$ cat src/rtl/bmf_pkg.sv
// constants and types for the boost mode fault controller
package bmf_pkg;
  localparam int unsigned CLK_HZ      = 40_000_000;
  localparam int unsigned SAFE_TMR_S  = 32;
  localparam int unsigned OVLD_MS     = 30;
  localparam int unsigned FPULSE_US   = 128;
  localparam int unsigned SOFT_US     = 100;
  localparam longint unsigned SAFE_CYC = longint'(CLK_HZ) * SAFE_TMR_S;
  localparam longint unsigned OVLD_CYC =
    (longint'(CLK_HZ) * OVLD_MS) / 1000;
  localparam int unsigned FPULSE_CYC = (CLK_HZ / 1_000_000) * FPULSE_US;
  localparam int unsigned SOFT_CYC   = (CLK_HZ / 1_000_000) * SOFT_US;
  localparam int unsigned TMR_W      = 32;
  localparam int unsigned PW_W       = 13;
  localparam int unsigned SS_W       = 4;
  localparam int unsigned SYNC_N     = 8;
  localparam logic [3:0]  FLT_NONE   = 4'h0;
  localparam logic [3:0]  FLT_BUS_OV = 4'h1;
  localparam logic [3:0]  FLT_OVLD   = 4'h2;
  localparam logic [3:0]  FLT_BAT    = 4'h3;
  localparam logic [3:0]  FLT_TIMER  = 4'h4;
  typedef enum logic [1:0] {
    BMF_IDLE  = 2'b00,
    BMF_SOFT  = 2'b01,
    BMF_RUN   = 2'b10,
    BMF_CFG   = 2'b11
  } bmf_state_t;
endpackage

$ cat src/rtl/bmf_ctrl.sv
// boost mode entry, safety timer, fault handling and high-impedance control
// Behaviour
// - in 32-second mode, OTG pin or boost select bit enables boost
// - boost start-up passes through a timed soft-start phase
// - current-limit comparator ends each switching cycle early
// - light-load skip stops switching; mid-rail droop resumes it
// - boost entry starts the 32-second safety timer
// - watchdog kick restarts timer; the kick bit self-clears
// - timer expiry stops boost, sets fault status, pulses status pin
// - timer fault stays latched until reset or host clear
// - bus overvoltage stops switching, clears select bit, faults, pulses
// - after bus overvoltage, boost resumes only by rewrite or OTG
// - overload drives input switch linear; fault after 30 ms
// - overload fault stops boost until host clears the fault
// - battery out of range stops boost, clears select, faults, pulses
// - after battery recovers, restart needs rewrite or active OTG
// - status pin released in boost; one 128-us low pulse per fault, none for a fault while a pulse runs
// - high-impedance bit with OTG inactive enters high-impedance mode
// - crude 32-second timer runs in high-impedance while battery low
// - crude timer expiry enters 32-minute mode and stops the timer
// - in 32-minute mode bus undervoltage forces high-impedance
// - any fault moves boost into the charge-configure state
`timescale 1ns/1ps
module bmf_ctrl
  import bmf_pkg::*;
#(
  parameter longint unsigned SAFE_CYCLES = bmf_pkg::SAFE_CYC,
  parameter longint unsigned OVLD_CYCLES = bmf_pkg::OVLD_CYC
)(
  // clock and reset
  input  wire logic       ref_clk,
  input  wire logic       rst_n,
  // host control bits
  input  wire logic       boost_select_wr,
  input  wire logic       boost_select_val,
  input  wire logic       watchdog_kick_wr,
  input  wire logic       high_impedance_bit,
  input  wire logic       fault_clear,
  // pins and analog comparators
  input  wire logic       otg_pin,
  input  wire logic       bus_ov_cmp,
  input  wire logic       overload_cmp,
  input  wire logic       bat_over_cmp,
  input  wire logic       bat_min_cmp,
  input  wire logic       bat_low_cmp,
  input  wire logic       cur_limit_cmp,
  input  wire logic       light_load_cmp,
  input  wire logic       mid_rail_low_cmp,
  input  wire logic       bus_uvlo_cmp,
  // status to host
  output logic            boost_select_bit,
  output logic            watchdog_kick_bit,
  output logic [3:0]      fault_status,
  output logic            mode_32min,
  // power stage controls
  output logic            boost_active,
  output logic            soft_start,
  output logic            switch_en,
  output logic            input_switch_linear,
  output logic            high_impedance,
  output logic            charge_cfg,
  // open-drain status pin
  output logic            stat_out,
  output logic            stat_oe_n
);
  import bmf_pkg::*;

  ////////////////////////////////////////////////////////////////////////
  // input synchronisers
  logic [SYNC_N-1:0] s;
  logic otg_s, ovl_s;
  logic bus_ov_s, bat_bad_s, bat_low_s, ilim_s, light_s, mid_low_s, uvlo_s;

  bmf_sync u_sync (
    .ref_clk  (ref_clk),
    .rst_n    (rst_n),
    .async_in ({otg_pin, overload_cmp, bus_ov_cmp,
                bat_over_cmp | bat_min_cmp, bat_low_cmp, cur_limit_cmp,
                light_load_cmp, mid_rail_low_cmp}),
    .sync_out (s)
  );
  assign otg_s     = s[7];
  assign ovl_s     = s[6];
  assign bus_ov_s  = s[5];
  assign bat_bad_s = s[4];
  assign bat_low_s = s[3];
  assign ilim_s    = s[2];
  assign light_s   = s[1];
  assign mid_low_s = s[0];

  // second bank for the undervoltage comparator
  logic uv1;
  always_ff @(posedge ref_clk) begin
    if (!rst_n) begin
      uv1    <= 1'b0;
      uvlo_s <= 1'b0;
    end else begin
      uv1    <= bus_uvlo_cmp;
      uvlo_s <= uv1;
    end
  end

  ////////////////////////////////////////////////////////////////////////
  // mode decode
  bmf_state_t state, next_state;
  logic [TMR_W-1:0] safe_cnt;
  logic [TMR_W-1:0] ovl_cnt;
  logic [TMR_W-1:0] crude_cnt;
  logic [SS_W-1:0]  ss_cnt;
  logic [7:0]       ss_sub;
  logic             ovl_latched;
  logic             timer_exp, ovl_exp, crude_exp;
  logic             fault_ev;
  logic             hiz_now;
  logic             boost_req;
  logic             skipping;

  assign hiz_now   = (high_impedance_bit && !otg_s)
                   || (mode_32min && uvlo_s);
  assign boost_req = !mode_32min && (otg_s || boost_select_bit)
                   && !hiz_now && !ovl_latched;
  assign timer_exp = (safe_cnt == TMR_W'(SAFE_CYCLES - 1));
  assign ovl_exp   = (ovl_cnt == TMR_W'(OVLD_CYCLES));
  assign crude_exp = (crude_cnt == TMR_W'(SAFE_CYCLES - 1));
  assign fault_ev  = boost_active &&
                     (bus_ov_s || bat_bad_s || ovl_exp || timer_exp);

  ////////////////////////////////////////////////////////////////////////
  // boost state machine
  always_comb begin
    next_state = state;
    case (state)
      BMF_IDLE: begin
        if (boost_req)
          next_state = BMF_SOFT;
      end
      BMF_SOFT, BMF_RUN: begin
        if (fault_ev)
          next_state = BMF_CFG;
        else if (!boost_req)
          next_state = BMF_IDLE;
        else if (state == BMF_SOFT && ss_cnt == '1 && ss_sub == '1)
          next_state = BMF_RUN;
      end
      BMF_CFG: begin
        if (!bus_ov_s && !bat_bad_s && boost_req)
          next_state = BMF_SOFT;
        else if (!boost_req)
          next_state = BMF_IDLE;
      end
      default: next_state = BMF_IDLE;
    endcase
  end

  always_ff @(posedge ref_clk) begin
    if (!rst_n)
      state <= BMF_IDLE;
    else
      state <= next_state;
  end

  // soft-start ramp, stepped by a sub-counter
  always_ff @(posedge ref_clk) begin
    if (!rst_n || state != BMF_SOFT) begin
      ss_cnt <= '0;
      ss_sub <= '0;
    end else begin
      ss_sub <= ss_sub + 8'h01;
      if (ss_sub == '1 && ss_cnt != '1)
        ss_cnt <= ss_cnt + 4'h1;
    end
  end

  ////////////////////////////////////////////////////////////////////////
  // host bits: boost select and watchdog kick
  always_ff @(posedge ref_clk) begin
    if (!rst_n)
      boost_select_bit <= 1'b0;
    else if (fault_ev && (bus_ov_s || bat_bad_s || ovl_exp))
      boost_select_bit <= 1'b0;
    else if (boost_select_wr)
      boost_select_bit <= boost_select_val;
  end

  always_ff @(posedge ref_clk) begin
    if (!rst_n)
      watchdog_kick_bit <= 1'b0;
    else if (watchdog_kick_wr)
      watchdog_kick_bit <= 1'b1;
    else
      watchdog_kick_bit <= 1'b0;
  end

  ////////////////////////////////////////////////////////////////////////
  // safety timer, overload timer, crude timer
  always_ff @(posedge ref_clk) begin
    if (!rst_n || !boost_active || watchdog_kick_bit)
      safe_cnt <= '0;
    else if (!timer_exp)
      safe_cnt <= safe_cnt + 32'h1;
  end

  always_ff @(posedge ref_clk) begin
    if (!rst_n || !boost_active || !ovl_s)
      ovl_cnt <= '0;
    else if (!ovl_exp)
      ovl_cnt <= ovl_cnt + 32'h1;
  end

  always_ff @(posedge ref_clk) begin
    if (!rst_n)
      ovl_latched <= 1'b0;
    else if (fault_ev && ovl_exp)
      ovl_latched <= 1'b1;
    else if (fault_clear)
      ovl_latched <= 1'b0;
  end

  always_ff @(posedge ref_clk) begin
    if (!rst_n || !high_impedance || !bat_low_s || mode_32min)
      crude_cnt <= '0;
    else if (!crude_exp)
      crude_cnt <= crude_cnt + 32'h1;
  end

  always_ff @(posedge ref_clk) begin
    if (!rst_n)
      mode_32min <= 1'b0;
    else if (crude_exp && high_impedance && bat_low_s)
      mode_32min <= 1'b1;
  end

  ////////////////////////////////////////////////////////////////////////
  // fault status, set wins over clear
  always_ff @(posedge ref_clk) begin
    if (!rst_n)
      fault_status <= FLT_NONE;
    else if (fault_ev) begin
      if (bus_ov_s)
        fault_status <= FLT_BUS_OV;
      else if (ovl_exp)
        fault_status <= FLT_OVLD;
      else if (bat_bad_s)
        fault_status <= FLT_BAT;
      else
        fault_status <= FLT_TIMER;
    end else if (fault_clear)
      fault_status <= FLT_NONE;
  end

  ////////////////////////////////////////////////////////////////////////
  // power stage controls
  always_ff @(posedge ref_clk) begin
    if (!rst_n)
      skipping <= 1'b0;
    else if (!boost_active || mid_low_s)
      skipping <= 1'b0;
    else if (light_s)
      skipping <= 1'b1;
  end

  always_ff @(posedge ref_clk) begin
    if (!rst_n) begin
      boost_active        <= 1'b0;
      soft_start          <= 1'b0;
      switch_en           <= 1'b0;
      input_switch_linear <= 1'b0;
      high_impedance      <= 1'b0;
      charge_cfg          <= 1'b0;
    end else begin
      boost_active <= (next_state == BMF_SOFT || next_state == BMF_RUN);
      soft_start   <= (next_state == BMF_SOFT);
      switch_en    <= (next_state == BMF_SOFT || next_state == BMF_RUN)
                      && !fault_ev && !ilim_s && !skipping;
      input_switch_linear <= boost_active && ovl_s && !fault_ev;
      high_impedance      <= hiz_now;
      charge_cfg          <= (next_state == BMF_CFG);
    end
  end

  ////////////////////////////////////////////////////////////////////////
  // status pin pulse
  bmf_pulse u_pulse (
    .ref_clk   (ref_clk),
    .rst_n     (rst_n),
    .trig      (fault_ev),
    .stat_out  (stat_out),
    .stat_oe_n (stat_oe_n)
  );

  ////////////////////////////////////////////////////////////////////////
  // checks
  a_kick_self_clear: assert property (@(posedge ref_clk)
    disable iff (!rst_n)
    watchdog_kick_bit |=> !watchdog_kick_bit || $past(watchdog_kick_wr))
    else $error("kick bit did not clear");
  a_fault_sets_cfg: assert property (@(posedge ref_clk)
    disable iff (!rst_n)
    fault_ev |=> charge_cfg && !boost_active)
    else $error("fault did not leave boost");
  a_busov_clears_sel: assert property (@(posedge ref_clk)
    disable iff (!rst_n)
    (fault_ev && bus_ov_s) |=> !boost_select_bit
      && fault_status == FLT_BUS_OV)
    else $error("bus overvoltage not handled");
  a_bat_clears_sel: assert property (@(posedge ref_clk)
    disable iff (!rst_n)
    (fault_ev && bat_bad_s) |=> !boost_select_bit && fault_status != FLT_NONE)
    else $error("battery fault not handled");
  a_pulse_low: assert property (@(posedge ref_clk)
    disable iff (!rst_n)
    $fell(stat_oe_n) |-> !stat_oe_n [*8])
    else $error("status pulse too short");
  a_pulse_fault: assert property (@(posedge ref_clk)
    disable iff (!rst_n)
    (fault_ev && stat_oe_n) |=> !stat_oe_n)
    else $error("fault gave no status pulse");
  a_ovl_block: assert property (@(posedge ref_clk)
    disable iff (!rst_n)
    ovl_latched |-> ##1 (!boost_active || $past(fault_clear)))
    else $error("boost ran with overload latched");
  a_hiz_mode: assert property (@(posedge ref_clk)
    disable iff (!rst_n)
    (high_impedance_bit && !otg_s) |=> high_impedance)
    else $error("high impedance not entered");
  a_min32_uvlo: assert property (@(posedge ref_clk)
    disable iff (!rst_n)
    (mode_32min && uvlo_s) |=> high_impedance)
    else $error("undervoltage high impedance missing");
  a_ilim_cut: assert property (@(posedge ref_clk)
    disable iff (!rst_n)
    ilim_s |=> !switch_en)
    else $error("current limit ignored");
  a_ovl_linear: assert property (@(posedge ref_clk)
    disable iff (!rst_n)
    (boost_active && ovl_s && !fault_ev) |=> input_switch_linear)
    else $error("overload did not limit");
  a_timer_flt: assert property (@(posedge ref_clk)
    disable iff (!rst_n)
    (fault_ev && timer_exp) |=> !boost_active && fault_status != FLT_NONE)
    else $error("timer expiry not handled");
  a_soft_first: assert property (@(posedge ref_clk)
    disable iff (!rst_n)
    $rose(boost_active) |-> soft_start)
    else $error("boost began without soft start");
  c_boost_run: cover property (@(posedge ref_clk) state == BMF_RUN);
  c_timer_flt: cover property (@(posedge ref_clk)
    fault_ev && timer_exp);
  c_ovl_flt: cover property (@(posedge ref_clk) fault_ev && ovl_exp);
  c_min32: cover property (@(posedge ref_clk) $rose(mode_32min));
  c_bat_flt: cover property (@(posedge ref_clk) fault_ev && bat_bad_s);
endmodule

$ cat src/rtl/bmf_pulse.sv
// one-shot low pulse generator for the open-drain status pin
`timescale 1ns/1ps
module bmf_pulse
  import bmf_pkg::*;
(
  // clock and reset
  input  wire logic ref_clk,
  input  wire logic rst_n,
  // trigger and pin
  input  wire logic trig,
  output logic      stat_out,
  output logic      stat_oe_n
);
  logic [PW_W-1:0] cnt;
  always_ff @(posedge ref_clk) begin
    if (!rst_n) begin
      cnt       <= '0;
      stat_oe_n <= 1'b1;
    end else if (trig && cnt == '0) begin
      cnt       <= PW_W'(FPULSE_CYC);
      stat_oe_n <= 1'b0;
    end else if (cnt != '0) begin
      cnt       <= cnt - 1'b1;
      stat_oe_n <= (cnt == PW_W'(1));
    end else begin
      stat_oe_n <= 1'b1;
    end
  end
  always_ff @(posedge ref_clk) begin
    stat_out <= 1'b0;
  end
endmodule

$ cat src/rtl/bmf_sync.sv
// two-flop synchroniser bank for comparator inputs
`timescale 1ns/1ps
module bmf_sync
  import bmf_pkg::*;
(
  // clock and reset
  input  wire logic              ref_clk,
  input  wire logic              rst_n,
  // async in, synced out
  input  wire logic [SYNC_N-1:0] async_in,
  output logic      [SYNC_N-1:0] sync_out
);
  logic [SYNC_N-1:0] stage1;
  genvar g;
  generate
    for (g = 0; g < SYNC_N; g++) begin : g_bit
      always_ff @(posedge ref_clk) begin
        if (!rst_n) begin
          stage1[g]   <= 1'b0;
          sync_out[g] <= 1'b0;
        end else begin
          stage1[g]   <= async_in[g];
          sync_out[g] <= stage1[g];
        end
      end
    end
  endgenerate
endmodule

$ cat config.mk
export PLATFORM = sky130hd
export DESIGN_NAME = bmf_ctrl
export DESIGN_NICKNAME = d
export VERILOG_FILES = /design/src/rtl/bmf_pkg.sv /design/src/rtl/bmf_ctrl.sv /design/src/rtl/bmf_pulse.sv /design/src/rtl/bmf_sync.sv
export SDC_FILE = /design/constraint.sdc
export NUM_CORES = 1
export LEC_CHECK = 0
export BUFFER_PORTS_ARGS = -buffer_cell sky130_fd_sc_hd__buf_2
export CAP_MARGIN = 25
export CORE_MARGIN = 8
export CORE_UTILIZATION = 60
export DETAILED_ROUTE_END_ITERATION = 10
export GPL_TIMING_DRIVEN = 0
export PLACE_DENSITY = 0.78
export SKIP_CTS_REPAIR_TIMING = 1
export SKIP_LAST_GASP = 1
export SYNTH_ARGS = -nofsm -noshare
export SYNTH_HDL_FRONTEND = slang
export SYNTH_SLANG_ARGS = --single-unit
$ cat constraint.sdc
create_clock -name ref_clk -period 2.75 [get_ports ref_clk]
set_input_delay 0 -clock ref_clk [delete_from_list [all_inputs] [get_ports ref_clk]]
set_output_delay 0 -clock ref_clk [all_outputs]
set_load 0.02 [all_outputs]
Word level (Yosys, flattened, before mapping). Index checks and enable logic that the tools add are counted.

Output and inout bits: 15. Register bits after elaboration: 157. Word-level logic and storage cells: 139.

Bitwise operators: 2. Equal/unequal tests: 14. $add $sub $neg: 6. Reductions and logical operators: 59. Multiplexer cells: 19.

Operators with widths (number): 32-bit by 1-bit adder with 32-bit output, second input constant (3); 32-bit by 31-bit == test with 1-bit output, second input constant (2); 32-bit by 21-bit == test with 1-bit output, second input constant (1); 13-bit 2-to-1 mux (2); 1-bit logical AND (21); 1-bit zero test (14); 1-bit logical OR (14); 13-bit by 1-bit == test with 1-bit output, second input constant (1); 13-bit zero test (1); 13-bit nonzero test (1); 13-bit by 1-bit subtractor with 13-bit output, second input constant (1); 2-bit 2-to-1 mux (6); 3-bit 2-to-1 mux (3); 8-bit by 1-bit adder with 8-bit output, second input constant (1); 2-bit == test, second input constant (4); 8-bit == test, second input constant (1); 4-bit 2-to-1 mux (2); 2-bit OR reduction (4); 2-bit case mux with 3 select lines (1); 2-bit nonzero test (3); 1-bit 2-to-1 mux (5); 4-bit by 1-bit adder with 4-bit output, second input constant (1); 2-bit by 1-bit == test with 1-bit output, second input constant (2); 4-bit == test, second input constant (1); other kinds (5) (5).

Logic depth before layout (Yosys ltp).
Word-level depth: 14. Depth in mapped cells: 11. Gate-level depth less buffers: 11.

Cells and area by module. A second synthesis with hierarchy kept.

Cell total of the unflattened synthesis: 824. Area total of the unflattened synthesis: 7279.5 µm².

Modules (own cells, without submodules): bmf_ctrl (times used 1, area an instance 6019.5 µm², cells an instance 704); bmf_pulse (times used 1, area an instance 813.3 µm², cells an instance 87); bmf_sync (times used 1, area an instance 446.7 µm², cells an instance 33).

Worst setup path after synthesis. OpenSTA, ideal clock, no wires.

Kind: reg2reg. Start point: register safe_cnt[0]. End point: register switch_en. Clock period less this slack: 2.300 ns. Data required time: 2.631 ns. Slack: 0.450 ns. Cell stages (with the launch flop): 9. Arrival time: 2.181 ns. Path through: dfxtp_1 ha_1 nand3_1 nor4_1 o311a_1 o32a_1 ha_1 and2_1 nor4b_1.

Longest elaborated chain between the ends: 10. Elaborated cells on any way between the ends: 12.

Ends and longest elaborated chain: start, declared (RTL line bmf_ctrl.sv:106) `logic [TMR_W-1:0] safe_cnt;`; start signal, assigned (RTL line bmf_ctrl.sv:200) `safe_cnt <= safe_cnt + 32'h1;`; 32-bit by 31-bit == test with 1-bit output (*) (RTL line bmf_ctrl.sv:122) `assign timer_exp = (safe_cnt == TMR_W'(SAFE_CYCLES - 1));`; 1-bit logical OR (*) (RTL line bmf_ctrl.sv:126) `(bus_ov_s || bat_bad_s || ovl_exp || timer_exp);`; 1-bit logical AND (*) (RTL line bmf_ctrl.sv:125) `assign fault_ev = boost_active &&`; 2-bit 2-to-1 mux (*) (RTL line bmf_ctrl.sv:138) `if (fault_ev)`; 2-bit case mux with 3 select lines (*) (RTL line bmf_ctrl.sv:132) `case (state)`; named net next_state[0] (RTL line bmf_ctrl.sv:105) `bmf_state_t state, next_state;`; 2-bit by 1-bit == test with 1-bit output or 2-bit == test (tied branches) (RTL line bmf_ctrl.sv:273) `switch_en <= (next_state == BMF_SOFT || next_state == BMF_RUN)`; 1-bit logical OR (*) (RTL line bmf_ctrl.sv:273); 1-bit logical AND (*) (3 in a row) (RTL line bmf_ctrl.sv:274) `&& !fault_ev && !ilim_s && !skipping;`; end signal, assigned (RTL line bmf_ctrl.sv:273); end, declared (RTL line bmf_ctrl.sv:58) `output logic switch_en,`.

Mark *: on every way through the listed nets, which the timed path passes. The rest lies on a longest branch. A chain may end at the register's enable or synchronous reset.

Final worst setup path.
Start point: register safe_cnt[28]. End point: register switch_en.

Same word-level chain as after synthesis.

==> impl_metrics.yaml <==
outcome:
  status: "complete, no violations"
setup_path:
  crit_path_max_fanout: 6
  r2r_slack_ns: 0.18
  arrival_ns: 2.89
  worstReg2RegStart: "safe_cnt[28]"
  worstPathRequired_ns: 3.07
  crit_slowest_cell: "dfxtp_1"
  crit_family: "simple AND/OR/NAND/NOR gates"
  start_kind: "flip-flop"
  crit_path_end_kind: "flip-flop"
  crit_chain: "and4bb_2, nand4_1, nor4_1, buf_2, o311a_1, o32a_1, ha_1, and2_1, nor4b_1"
  crit_type: "reg2reg"
  crit_cells: 9
  crit_path_max_incr_delay_ns: 0.42
  r2r_cells: 9
  r2r-end: "switch_en"
  crit_buf_inv: 1
routing:
  ant_nets: 0
  vias: 6000
  drtIter0Drc: 524
  wl_per_cell_um: 15.1
  vias_per_cell: 5.81
  drtPass1Iterations: 5
  drt-total-wl_um: 15500
  drc: 0
worst_hold_path:
  whs_endpoint: "u_sync.stage1[7]"
  min_from: "otg_pin"
  holdPathStages: 3
  hold_path.class: "in2reg"
logic_synthesis:
  syn-cell-area_um2: 6910
  synth.distinct_cells: 50
  ys_seq_area_share_pct: 45.2
  synth_edf_count: 0
  synthArstFlopShare_pct: 0
  ys_seq_elements: 156
  synthFlopType: "dfxtp_1"
  netlist_instances: 810
  yosysWarnings: 0
  syn_avg_cell_area_um2: 8.53
floorplanning:
  die_width_um: 123
  die_area_um2: 15200
  rows: 39
  ios: 32
  start_util_pct: 61.1
  die_h_um: 123
  core_area_um2: 11300
placement:
  port_buffers: 29
  dp_hpwl_um: 10600
  routabilityCongestion: 0.860
  placedCellCount: 983
power_and_ir_drop:
  powerDensity_nw_per_um2: 744
  power_frac_clock_pct: 42.2
  power_frac_comb_pct: 15.7
  p_seq_share_pct: 42.1
  intPower_mw: 4.44
  peakVddDrop_uv: 734
  leakagePower_nw: 2.72
  switching_power_mw: 1.55
  switching_share_pct: 26.0
cells_and_area:
  layoutNonFillerInstCount: 1032
  finish.utilization_pct: 71.2
  nets: 907
  mostFrequentLayoutCells: "dfxtp_1, nor2_1, nand2_1"
  area_growth_pct: 16.5
  drive_above_1_share_pct: 8.89
  antennaDiodeCount: 0
  final_common_cell: "dfxtp_1"
run:
  maxCapViolCount: 0
sta:
  tightest_slew_ns: 0.736
  final_hold_viol_count: 0
  setup_violations: 0
  relSlewSlack_pct: 50.5
  worst_clock_skew_ns: 0.00786
  post-route-period-util_pct: 93.6
  rsz0062_at_grt: "false"
  final-max-slew-violation-count: 0
  period_needed_ns: 2.57
  setup-tns-final_ns: 0
  max_freq_ghz: 0.388
clocking:
  cts_buffers: 17
  worstSkewPairLatency_ns: 0.42
  cts_tree: "built"
  clockRootBuffer: "clkbuf_16"
  clk_path_buf_depth: 2
  clk_pin_slew_ns: 0.06
  cts_sinks: 156
  h-tree-depth: 4
global_route:
  grt_pass1_wl_um: 25600
  first_global_vias: 5649
  antenna_found_initial: 0
  grt_start_max_net_pins: 17
  grt_usage_pct: 20.8
  grt-ovfl-total: 0
[cells by family (layout without fill, tap and decap cells)]
logic type / count (synthesis) / count (layout) / share of synthesized area (%)
AO/OA/AOI/OAI: 88 / 88 / 7.26
XOR/XNOR: 77 / 77 / 9.76
adder cells (fa/ha/maj): 14 / 14 / 2.53
buffers and inverters: 50 / 128 / 2.93
flip-flops: 156 / 156 / 45.2
multiplexers: 5 / 5 / 0.742
other: 1 / 2 / 0.0543
AND/OR/NAND/NOR: 419 / 419 / 31.5
[power by group through the flow]
stage / clock network (mW) / logic [mW] / registers, mW
6_report: 2.53 / 0.941 / 2.52
5_1_grt: 2.66 / 1.05 / 2.54
4_1_cts: 2.55 / 0.907 / 2.52
3_5_place_dp: 0 / 0.896 / 2.57
3_3_place_gp: 0 / 0.848 / 2.56
2_1_floorplan: 0 / 0.653 / 2.58
[state kept, by name, indices dropped and copies added (netlist names), 3 cells and up]
register	count
ss_sub	8
ovl_cnt	32
fault_status	3
u_sync.sync_out	8
u_pulse.cnt	13
u_sync.stage1	8
ss_cnt	4
safe_cnt	32
crude_cnt	32
[worst register-to-register path: stages (launching register included)]
cell	delay (ns)
dfxtp_1	0.42
and4bb_2	0.26
nand4_1	0.14
nor4_1	0.08
buf_2	0.17
o311a_1	0.33
o32a_1	0.40
ha_1	0.28
and2_1	0.13
nor4b_1	0.25
[worst max-delay path by stage]
stage | slack [ns] | start | to
4_1_cts | -0.14 | safe_cnt[0] | switch_en
2_1_floorplan | 0.45 | safe_cnt[0] | switch_en
6_report | 0.18 | safe_cnt[28] | switch_en
3_3_place_gp | -0.02 | safe_cnt[0] | switch_en
5_1_grt | 0.06 | safe_cnt[20] | switch_en
3_5_place_dp | -0.1 | safe_cnt[0] | switch_en
[cell usage after synthesis (2+ instances only)]
cell / instances / area (µm²)
o21a_1: 2 / 15.0
dfxtp_1: 156 / 3120
a21oi_1: 40 / 200
a31o_2: 3 / 26.3
xor2_1: 28 / 245
buf_4: 3 / 22.5
nand2b_1: 4 / 25.0
ha_1: 14 / 175
and2_1: 24 / 150
o21ai_0: 27 / 135
nor4b_1: 9 / 78.8
and4_1: 8 / 70.1
nand3_1: 36 / 180
o31ai_1: 5 / 37.5
nand4_1: 28 / 175
nand2_1: 61 / 229
or2_2: 3 / 18.8
and3b_1: 2 / 17.5
nor3b_1: 2 / 15.0
nor3_1: 39 / 195
a211oi_1: 2 / 15.0
nor2b_1: 4 / 25.0
or4_1: 7 / 52.6
nor4bb_1: 2 / 20.0
mux2i_1: 4 / 40.0
clkbuf_1: 23 / 86.3
nor4_1: 16 / 100
and3_1: 11 / 68.8
buf_2: 3 / 15.0
a31oi_1: 3 / 18.8
inv_1: 21 / 78.8
nand3b_1: 2 / 15.0
nor2_1: 127 / 477
xnor2_1: 49 / 429
or3_1: 27 / 169
[per-layer routing]
| layer | wire, µm | share of wire, % | up-vias | GRT usage (%) |
|---|---|---|---|---|
| li1 | - | - | 2950 | - |
| met1 | 6820 | 44 | 2821 | 24.6 |
| met2 | 7670 | 49 | 193 | 35.1 |
| met3 | 714 | 4.6 | 36 | 5.75 |
| met4 | 337 | 2.2 | 0 | 8.65 |
| met5 | 0 | 0 | - | 0 |
[cell type report]
class,count,area [µm²]
plain buffers,29,124
clock buffers,26,509
clock inverters,6,130
fillers,862,3270
inverters,21,78.8
multi-input cells,605,3600
flip-flops and latches,156,3120
well taps,143,179
repair buffers,46,310
[through the flow]
step           instance area, µm²  worst slack (ns)  hold slack [ns]  power, mW
6_report                     8060             0.176            0.321       5.99
5_1_grt                      8060            0.0618            0.324       6.25
4_1_cts                      7880            -0.137           -0.227       5.97
3_5_place_dp                 7240           -0.0961            0.211       3.46
3_3_place_gp                 7240           -0.0160            0.206       3.41
2_1_floorplan                6920             0.450            0.101       3.23
Note: power is estimated with default switching activity, not from simulation.
